[src/cell_fault_defs.svh]
// register offsets, field positions, reset values and timing figures
// assumes a 50 MHz system clock and byte-wide register access
`ifndef CELL_FAULT_DEFS_SVH
`define CELL_FAULT_DEFS_SVH

// ****************************************************************
// register offsets
// ****************************************************************
`define OFS_HIGH_THR    8'h42
`define OFS_HIGH_DLY    8'h43
`define OFS_LOW_THR     8'h44
`define OFS_LOW_DLY     8'h45
`define OFS_TEMP_TRIP   8'h46
`define OFS_TEMP_DLY    8'h47

// ****************************************************************
// field positions and masks
// ****************************************************************
`define DISABLE_BIT     7
`define TIME_BASE_BIT   7
`define HIGH_THR_MASK   8'hbf
`define LOW_THR_MASK    8'h9f
`define DLY_MASK        8'h9f
`define DLY_CODE_W      5
`define HIGH_CODE_W     6
`define LOW_CODE_W      5
`define NIBBLE_W        4
`define CFG_RESET       8'h00

// ****************************************************************
// timing and input counts
// ****************************************************************
`define CLK_PERIOD_NS   20
`define US_TIME_NS      1000
`define MS_TIME_NS      1000000
`define DLY_STEP_UNITS  100
`define TEMP_STEP_MS    10
`define CELL_COUNT      6
`define TEMP_COUNT      2

`endif

[src/cell_fault_pkg.sv]
// types shared by the fault qualification block
// assumes cell_fault_defs.svh is on the include path
`default_nettype none

package cell_fault_pkg;
    typedef logic [7:0]  cfg_byte_t;
    typedef logic [11:0] dly_count_t;
    typedef logic [1:0]  cell_count_code_t;
endpackage : cell_fault_pkg

`default_nettype wire

[src/cell_fault_delay_config.sv]
// configuration registers and delay qualification of cell faults
// assumes comparator outputs arrive asynchronously from the analog side
// Function
// voltage delay bit 7 picks microsecond (0) or millisecond (1) units.
// a voltage delay code n from 1 to 31 means n times 100 time units.
// high-cell delay code zero means no delay and unlatched live flags.
// low-cell delay code zero means no delay and unlatched live flags.
// low-cell threshold bit 7 set disables low-cell detection.
// the five-bit low-cell threshold code runs from 0.7 V in 100 mV steps.
// temperature trip bits 3:0 serve the first input, bits 7:4 the second.
// a temperature nibble of zero disables detection on that input.
// software never writes a temperature nibble above 0x0b.
// temperature delay code n means n times 10 ms.
// temperature delay code zero means no delay and unlatched live flags.
// high-cell threshold code runs from 2 V in 50 mV steps; bit 7 disables.
// the series cell count masks results of unused higher cells.
// a fault is flagged only after its condition holds for the whole delay.
// with a nonzero delay a qualified flag stays set until cleared.
`default_nettype none
`include "cell_fault_defs.svh"

module cell_fault_delay_config
    import cell_fault_pkg::*;
#(
    parameter int MS_CYCLES = `MS_TIME_NS / `CLK_PERIOD_NS
) (
    input  wire logic                    clk_sys_i,
    input  wire logic                    rst_n_i,
    input  wire logic [7:0]              reg_addr_i,
    input  wire logic                    reg_wr_i,
    input  wire logic [7:0]              reg_wdata_i,
    input  wire logic                    reg_rd_i,
    output var  logic [7:0]              reg_rdata_o,
    input  wire logic [1:0]              series_cell_count_i,
    input  wire logic                    clear_faults_i,
    input  wire logic [`CELL_COUNT-1:0]  high_cell_cmp_i,
    input  wire logic [`CELL_COUNT-1:0]  low_cell_cmp_i,
    input  wire logic [`TEMP_COUNT-1:0]  temperature_sense_input_i,
    output var  logic [`HIGH_CODE_W-1:0] high_cell_threshold_code_o,
    output var  logic [`LOW_CODE_W-1:0]  low_cell_threshold_code_o,
    output var  logic [`NIBBLE_W-1:0]    temp_trip_first_input_o,
    output var  logic [`NIBBLE_W-1:0]    temp_trip_second_input_o,
    output var  logic [`CELL_COUNT-1:0]  high_cell_flags_o,
    output var  logic [`CELL_COUNT-1:0]  low_cell_flags_o,
    output var  logic [`TEMP_COUNT-1:0]  temp_flags_o
);

    localparam int US_CYCLES = `US_TIME_NS / `CLK_PERIOD_NS;
    localparam int TEMP_MS   = `TEMP_STEP_MS;

    // ****************************************************************
    // helpers
    // ****************************************************************
    function automatic dly_count_t dly_limit(
        input logic [`DLY_CODE_W-1:0] code
    );
        dly_limit = dly_count_t'(code) * dly_count_t'(`DLY_STEP_UNITS);
    endfunction : dly_limit

    function automatic logic [`CELL_COUNT-1:0] cell_mask(
        input cell_count_code_t cnt
    );
        unique case (cnt)
            2'h0: cell_mask = 6'h3f;
            2'h1: cell_mask = 6'h1f;
            2'h2: cell_mask = 6'h0f;
            2'h3: cell_mask = 6'h07;
        endcase
    endfunction : cell_mask

    // ****************************************************************
    // configuration registers
    // ****************************************************************
    cfg_byte_t high_thr_q;
    cfg_byte_t high_dly_q;
    cfg_byte_t low_thr_q;
    cfg_byte_t low_dly_q;
    cfg_byte_t temp_trip_q;
    cfg_byte_t temp_dly_q;

    always_ff @(posedge clk_sys_i) begin
        if (!rst_n_i) begin
            high_thr_q  <= `CFG_RESET;
            high_dly_q  <= `CFG_RESET;
            low_thr_q   <= `CFG_RESET;
            low_dly_q   <= `CFG_RESET;
            temp_trip_q <= `CFG_RESET;
            temp_dly_q  <= `CFG_RESET;
        end else if (reg_wr_i) begin
            unique case (reg_addr_i)
                `OFS_HIGH_THR:  high_thr_q  <= reg_wdata_i & `HIGH_THR_MASK;
                `OFS_HIGH_DLY:  high_dly_q  <= reg_wdata_i & `DLY_MASK;
                `OFS_LOW_THR:   low_thr_q   <= reg_wdata_i & `LOW_THR_MASK;
                `OFS_LOW_DLY:   low_dly_q   <= reg_wdata_i & `DLY_MASK;
                `OFS_TEMP_TRIP: temp_trip_q <= reg_wdata_i;
                `OFS_TEMP_DLY:  temp_dly_q  <= reg_wdata_i;
                default: ;
            endcase
        end
    end

    always_ff @(posedge clk_sys_i) begin
        if (!rst_n_i) begin
            reg_rdata_o <= 8'h00;
        end else if (reg_rd_i) begin
            unique case (reg_addr_i)
                `OFS_HIGH_THR:  reg_rdata_o <= high_thr_q;
                `OFS_HIGH_DLY:  reg_rdata_o <= high_dly_q;
                `OFS_LOW_THR:   reg_rdata_o <= low_thr_q;
                `OFS_LOW_DLY:   reg_rdata_o <= low_dly_q;
                `OFS_TEMP_TRIP: reg_rdata_o <= temp_trip_q;
                `OFS_TEMP_DLY:  reg_rdata_o <= temp_dly_q;
                default:        reg_rdata_o <= 8'h00;
            endcase
        end
    end

    // ****************************************************************
    // threshold codes to the comparators
    // ****************************************************************
    always_ff @(posedge clk_sys_i) begin
        if (!rst_n_i) begin
            high_cell_threshold_code_o <= '0;
            low_cell_threshold_code_o  <= '0;
            temp_trip_first_input_o    <= '0;
            temp_trip_second_input_o   <= '0;
        end else begin
            high_cell_threshold_code_o <= high_thr_q[`HIGH_CODE_W-1:0];
            low_cell_threshold_code_o  <= low_thr_q[`LOW_CODE_W-1:0];
            temp_trip_first_input_o    <= temp_trip_q[3:0];
            temp_trip_second_input_o   <= temp_trip_q[7:4];
        end
    end

    // ****************************************************************
    // input synchronisers
    // ****************************************************************
    logic [`CELL_COUNT-1:0] high_s1_q;
    logic [`CELL_COUNT-1:0] high_s2_q;
    logic [`CELL_COUNT-1:0] low_s1_q;
    logic [`CELL_COUNT-1:0] low_s2_q;
    logic [`TEMP_COUNT-1:0] temp_s1_q;
    logic [`TEMP_COUNT-1:0] temp_s2_q;

    always_ff @(posedge clk_sys_i) begin
        if (!rst_n_i) begin
            high_s1_q <= '0;
            high_s2_q <= '0;
            low_s1_q  <= '0;
            low_s2_q  <= '0;
            temp_s1_q <= '0;
            temp_s2_q <= '0;
        end else begin
            high_s1_q <= high_cell_cmp_i;
            high_s2_q <= high_s1_q;
            low_s1_q  <= low_cell_cmp_i;
            low_s2_q  <= low_s1_q;
            temp_s1_q <= temperature_sense_input_i;
            temp_s2_q <= temp_s1_q;
        end
    end

    // ****************************************************************
    // time base ticks
    // ****************************************************************
    logic [31:0] us_cnt_q;
    logic [31:0] ms_cnt_q;
    logic [7:0]  step_cnt_q;
    logic        us_tick_q;
    logic        ms_tick_q;
    logic        step_tick_q;

    always_ff @(posedge clk_sys_i) begin
        if (!rst_n_i) begin
            us_cnt_q  <= '0;
            us_tick_q <= 1'b0;
        end else begin
            us_tick_q <= (us_cnt_q == 32'(US_CYCLES - 1));
            us_cnt_q  <= (us_cnt_q == 32'(US_CYCLES - 1)) ? '0
                                                          : us_cnt_q + 1'b1;
        end
    end

    always_ff @(posedge clk_sys_i) begin
        if (!rst_n_i) begin
            ms_cnt_q  <= '0;
            ms_tick_q <= 1'b0;
        end else begin
            ms_tick_q <= (ms_cnt_q == 32'(MS_CYCLES - 1));
            ms_cnt_q  <= (ms_cnt_q == 32'(MS_CYCLES - 1)) ? '0
                                                          : ms_cnt_q + 1'b1;
        end
    end

    always_ff @(posedge clk_sys_i) begin
        if (!rst_n_i) begin
            step_cnt_q  <= '0;
            step_tick_q <= 1'b0;
        end else begin
            step_tick_q <= ms_tick_q && step_cnt_q == 8'(TEMP_MS - 1);
            if (ms_tick_q) begin
                step_cnt_q <= (step_cnt_q == 8'(TEMP_MS - 1))
                            ? '0 : step_cnt_q + 1'b1;
            end
        end
    end

    // ****************************************************************
    // fault conditions and qualifiers
    // ****************************************************************
    logic [`CELL_COUNT-1:0] mask;
    logic [`CELL_COUNT-1:0] high_cond;
    logic [`CELL_COUNT-1:0] low_cond;
    logic [`TEMP_COUNT-1:0] temp_cond;
    logic                   high_tick;
    logic                   low_tick;
    dly_count_t             high_limit;
    dly_count_t             low_limit;
    dly_count_t             temp_limit;

    always_comb begin
        mask = cell_mask(series_cell_count_i);
        high_cond = high_s2_q & mask
                  & {`CELL_COUNT{~high_thr_q[`DISABLE_BIT]}};
        low_cond  = low_s2_q & mask
                  & {`CELL_COUNT{~low_thr_q[`DISABLE_BIT]}};
        temp_cond[0] = temp_s2_q[0] && temp_trip_q[3:0] != 4'h0;
        temp_cond[1] = temp_s2_q[1] && temp_trip_q[7:4] != 4'h0;
        high_tick  = high_dly_q[`TIME_BASE_BIT] ? ms_tick_q : us_tick_q;
        low_tick   = low_dly_q[`TIME_BASE_BIT] ? ms_tick_q : us_tick_q;
        high_limit = dly_limit(high_dly_q[`DLY_CODE_W-1:0]);
        low_limit  = dly_limit(low_dly_q[`DLY_CODE_W-1:0]);
        temp_limit = dly_count_t'(temp_dly_q);
    end

    for (genvar i = 0; i < `CELL_COUNT; i++) begin : g_cell
        fault_qualifier #(.CNT_W(12)) u_high (
            .clk_sys_i (clk_sys_i),
            .rst_n_i   (rst_n_i),
            .cond_i    (high_cond[i]),
            .tick_i    (high_tick),
            .limit_i   (high_limit),
            .clear_i   (clear_faults_i),
            .flag_o    (high_cell_flags_o[i])
        );
        fault_qualifier #(.CNT_W(12)) u_low (
            .clk_sys_i (clk_sys_i),
            .rst_n_i   (rst_n_i),
            .cond_i    (low_cond[i]),
            .tick_i    (low_tick),
            .limit_i   (low_limit),
            .clear_i   (clear_faults_i),
            .flag_o    (low_cell_flags_o[i])
        );
    end

    for (genvar j = 0; j < `TEMP_COUNT; j++) begin : g_temp
        fault_qualifier #(.CNT_W(12)) u_temp (
            .clk_sys_i (clk_sys_i),
            .rst_n_i   (rst_n_i),
            .cond_i    (temp_cond[j]),
            .tick_i    (step_tick_q),
            .limit_i   (temp_limit),
            .clear_i   (clear_faults_i),
            .flag_o    (temp_flags_o[j])
        );
    end

endmodule : cell_fault_delay_config

`default_nettype wire

[src/fault_qualifier.sv]
// one fault qualifier: persistence timer and latched flag
// assumes cond_i is already synchronous to clk_sys_i
`default_nettype none

module fault_qualifier #(
    parameter int CNT_W = 12
) (
    input  wire logic             clk_sys_i,
    input  wire logic             rst_n_i,
    input  wire logic             cond_i,
    input  wire logic             tick_i,
    input  wire logic [CNT_W-1:0] limit_i,
    input  wire logic             clear_i,
    output var  logic             flag_o
);

    logic [CNT_W-1:0] cnt_q;

    // ****************************************************************
    // persistence timer
    // ****************************************************************
    always_ff @(posedge clk_sys_i) begin
        if (!rst_n_i) begin
            cnt_q <= '0;
        end else if (!cond_i) begin
            cnt_q <= '0;
        end else if (tick_i && cnt_q < limit_i) begin
            cnt_q <= cnt_q + 1'b1;
        end
    end

    // ****************************************************************
    // flag
    // ****************************************************************
    always_ff @(posedge clk_sys_i) begin
        if (!rst_n_i) begin
            flag_o <= 1'b0;
        end else if (limit_i == '0) begin
            flag_o <= cond_i;
        end else if (cond_i && cnt_q >= limit_i) begin
            flag_o <= 1'b1;
        end else if (clear_i) begin
            flag_o <= 1'b0;
        end
    end

endmodule : fault_qualifier

`default_nettype wire

[config.mk]
export PLATFORM = sky130hd
export DESIGN_NAME = cell_fault_delay_config
export DESIGN_NICKNAME = d
export VERILOG_FILES = /design/src/cell_fault_pkg.sv /design/src/cell_fault_delay_config.sv /design/src/fault_qualifier.sv
export VERILOG_INCLUDE_DIRS = /design/src
export SDC_FILE = /design/constraint.sdc
export NUM_CORES = 1
export LEC_CHECK = 0
export ABC_CLOCK_PERIOD_IN_PS = 4800
export BUFFER_PORTS_ARGS = -buffer_cell sky130_fd_sc_hd__buf_2
export CORE_MARGIN = 1
export CORE_UTILIZATION = 45
export CTS_BUF_LIST = sky130_fd_sc_hd__clkbuf_2 sky130_fd_sc_hd__clkbuf_4 sky130_fd_sc_hd__clkbuf_8
export DETAILED_ROUTE_END_ITERATION = 16
export HOLD_SLACK_MARGIN = 0.15
export PLACE_DENSITY_LB_ADDON = 0.2
export SETUP_SLACK_MARGIN = 0.05
export SYNTH_ARGS = -nofsm -noshare
export SYNTH_HDL_FRONTEND = slang
export SYNTH_SLANG_ARGS = --single-unit
[constraint.sdc]
create_clock -name clk_sys_i -period 4.8 [get_ports clk_sys_i]
set_input_delay 0.48 -clock clk_sys_i [delete_from_list [all_inputs] [get_ports clk_sys_i]]
set_output_delay 0.48 -clock clk_sys_i [all_outputs]
set_load 0.005 [all_outputs]
==> results.sh <==
export IMPL_diodes=0
export IMPL_grt_use_total_pct=22.7
export IMPL_p_leak_nw=8.29
export IMPL_cts_htree_levels=2
export IMPL_numPortBuffers=77
export IMPL_regArea_mm2=0.00707
export IMPL_cp_top_family="adder cells"
export IMPL_hpwl_um=35700
export IMPL_avgViaCountPerCell=5.71
export IMPL_slew_violations=0
export IMPL_synth_warnings=0
export IMPL_drtIter0Drc=1204
export IMPL_cts_setup_buffers=0
export IMPL_status="finished, final reports clean"
export IMPL_clk_pin_slew_ns=0.06
export IMPL_synth_top_cell_by_area="dfxtp_1"
export IMPL_final_common_cell="dfxtp_1"
export IMPL_post_route_min_period_ns=4.46
export IMPL_drt_total_wl_um=50600
export IMPL_core_mm2=0.0432
export IMPL_die_x_um=211
export IMPL_max_vdd_ir_drop_v=0.000199
export IMPL_powerDensity_mw_per_mm2=273
export IMPL_synthDistinctLibCells=74
export IMPL_setup_viol=0
export IMPL_rsz0062_at_grt="no"
export IMPL_row_count=76
export IMPL_ys_ff_latch=353
export IMPL_firstDrtPassIters=8
export IMPL_final_cell_mix="dfxtp_1, nand2_1, a21oi_1"
export IMPL_synth_area_mm2=0.0197
export IMPL_critPathCaptureType="register"
export IMPL_ys_flop_type="dfxtp_1"
export IMPL_synth_nets=2540
export IMPL_netlist_area_leader_share_pct=35.8
export IMPL_ios=78
export IMPL_ys_seq_area_share_pct=35.8
export IMPL_critPathSlowestCell="or4_1"
export IMPL_area_growth_pct=12.7
export IMPL_fmax_ghz=0.224
export IMPL_tightestPinTransition_ns=1.24
export IMPL_synth_area_per_cell_um2=8.55
export IMPL_worst_path_buf_inv=3
export IMPL_synth_edff_count=0
export IMPL_crit_chain="inv_1, ha_1, inv_1, ha_1, ha_1, ha_1, nand3_1, o21ai_0, xnor2_1, ha_1, nand3_1, a311oi_1, buf_4, a2111o_1, or4_1, a21oi_1"
export IMPL_grt_pass1_vias=16490
export IMPL_antenna_found_initial=0
export IMPL_cp_slowest_stage_delay_ns=0.56
export IMPL_grt_max_degree=60
export IMPL_numCtsBuffers=61
export IMPL_antenna_left=0
export IMPL_skew_ns=0.0126
export IMPL_die_y_um=211
export IMPL_fin_nets=2629
export IMPL_routedWlPerCell_um=16.7
export IMPL_cts_tree="yes"
export IMPL_synthArstFlopShare_pct=0
export IMPL_max_cap_violations=0
export IMPL_arrival_ns=5.04
export IMPL_clock_sinks=353
export IMPL_grt_pass1_wl_um=82600
export IMPL_cp_required_ns=5.38
export IMPL_total_power_mw=6.08
export IMPL_multi_input_area_mm2=0.0119
export IMPL_path_class="register to register"
export IMPL_grt_ovfl_total=0
export IMPL_crit_top_cell="ha_1"
export IMPL_initial_core_util_pct=45.7
export IMPL_fin_crit_sh_pct=93.0
export IMPL_hp_class="input port to register"
export IMPL_worstSkewPairLatency_ns=0.66
export IMPL_drive_above_1_share_pct=10.9
export IMPL_fin_tns_setup_ns=0
export IMPL_syn_instance_count=2310
export IMPL_nFillCells=4144
export IMPL_crit_fanout=16
export IMPL_cp_start_kind="register"
export IMPL_die_area_mm2=0.0447
export IMPL_cts_path_max_buffers=3
export IMPL_globalplace_congestion=0.869
export IMPL_finalHoldViolCount=0
export IMPL_vias=17297
export IMPL_root_buffer="clkbuf_8"
export IMPL_max_slew_margin_pct=17.1
export IMPL_drc=0
export IMPL_synthTopCellsByArea="dfxtp_1, ha_1, a21oi_1, nand3_1, nand2_1"
[metrics by stage]
stage | area, um^2 | std cells | hold WS [ns] | utilization, % | setup slack [ns]
global placement | 20700 | 2899 | 0.418 | 47.9 | 0.362
floorplan | 19700 | 2310 | 0.412 | - | 0.659
detailed placement | 20700 | 2899 | 0.422 | 47.9 | 0.326
global route | 22300 | 3031 | 0.314 | 51.6 | 0.0580
CTS | 22200 | 3031 | 0.233 | 51.5 | 0.258
finish | 22300 | 3031 | 0.293 | 51.6 | 0.337
[registers in the layout (all words and copies together) (netlist names), 5 cells and up]
signal and flops:
g_cell.u_high.flag_o 6, g_temp.u_temp.cnt_q 24, g_cell.u_high.cnt_q 72, step_cnt_q 8, us_cnt_q 32, temp_dly_q 8
low_cell_threshold_code_o 5, temp_trip_q 8, g_cell.u_low.flag_o 6, ms_cnt_q 32, high_s2_q 6, high_dly_q 6
low_dly_q 6, g_cell.u_low.cnt_q 72, low_s2_q 6, high_thr_q 7, low_s1_q 6, low_thr_q 6
high_s1_q 6, reg_rdata_o 8, high_cell_threshold_code_o 6
[metal layers]
metal	track usage, %	up-vias	wire length [um]
met3	3.23	88	2340
met4	8.00	0	1270
li1	-	8701	-
met5	0	-	0
met1	30.4	8183	23900
met2	37.0	325	23100
[tightest hold or removal path, delay by kind of cell]
family          cells  cell delay, ns
simple gates        1            0.04
buf+inv             2            0.22
compound gates      1            0.16
[path summary, 6_finish.rpt]
kind,start,to,slack (ns),cells after the start
worst max-delay path,low_dly_q[3],g_cell[5].u_low.cnt_q[9],0.34,16
worst min register to register,high_s1_q[3],high_s2_q[3],0.43,1
worst min-delay path,reg_rd_i,reg_rdata_o[5],0.29,4
worst max register to register,low_dly_q[3],g_cell[5].u_low.cnt_q[9],0.34,16
[where the power goes]
part           internal, mW  total, mW  switching, mW
Sequential             2.95       2.96         0.0104
Combinational        0.0520      0.152         0.0997
Clock                  1.69       2.97           1.28
Total                  4.69       6.08           1.39
[area by class of cell]
cell class | instances | area share [%]
Sequential cell | 353 | 31.7
Tap cell | 585 | 3.29
Timing Repair Buffer | 127 | 3.66
Clock inverter | 18 | 0.849
Clock buffer | 92 | 5.15
Multi-Input combinational cell | 1750 | 53.5
Inverter | 106 | 1.79
[cell usage after synthesis, types with 14 or more instances]
library cell  instances
o31ai_1              67
a21o_1               23
nor3_1               45
a31o_2               21
a22oi_1              20
nor2_1              114
o211ai_1             15
and4_1               14
buf_4                14
mux2i_1              27
o21ai_0              62
and2_1               69
nor4_1               36
nand4_1              83
nand2_1             200
or3_1                35
nand2b_1             32
inv_1               105
and3_1               44
ha_1                191
nand3_1             156
xor2_1               37
or4_1                64
a21oi_1             199
dfxtp_1             353
clkbuf_1             69
xnor2_1              43
[logic make-up after synthesis]
| family | synth area share (%) |
|---|---|
| AOI/OAI and AO/OA | 16.2 |
| xor gates and xnor gates | 3.86 |
| adders and majority gates | 13.0 |
| buffers and inverters | 4.28 |
| DFF | 35.8 |
| muxes | 1.60 |
| and+or+nand+nor | 25.3 |
[what timing repair did]
action	CTS	global route
setup endpoints to repair	0	27
gates resized for setup	0	4
hold endpoints to repair	55	0
hold buffers	22	0
Note: power is estimated with default switching activity, not from simulation.
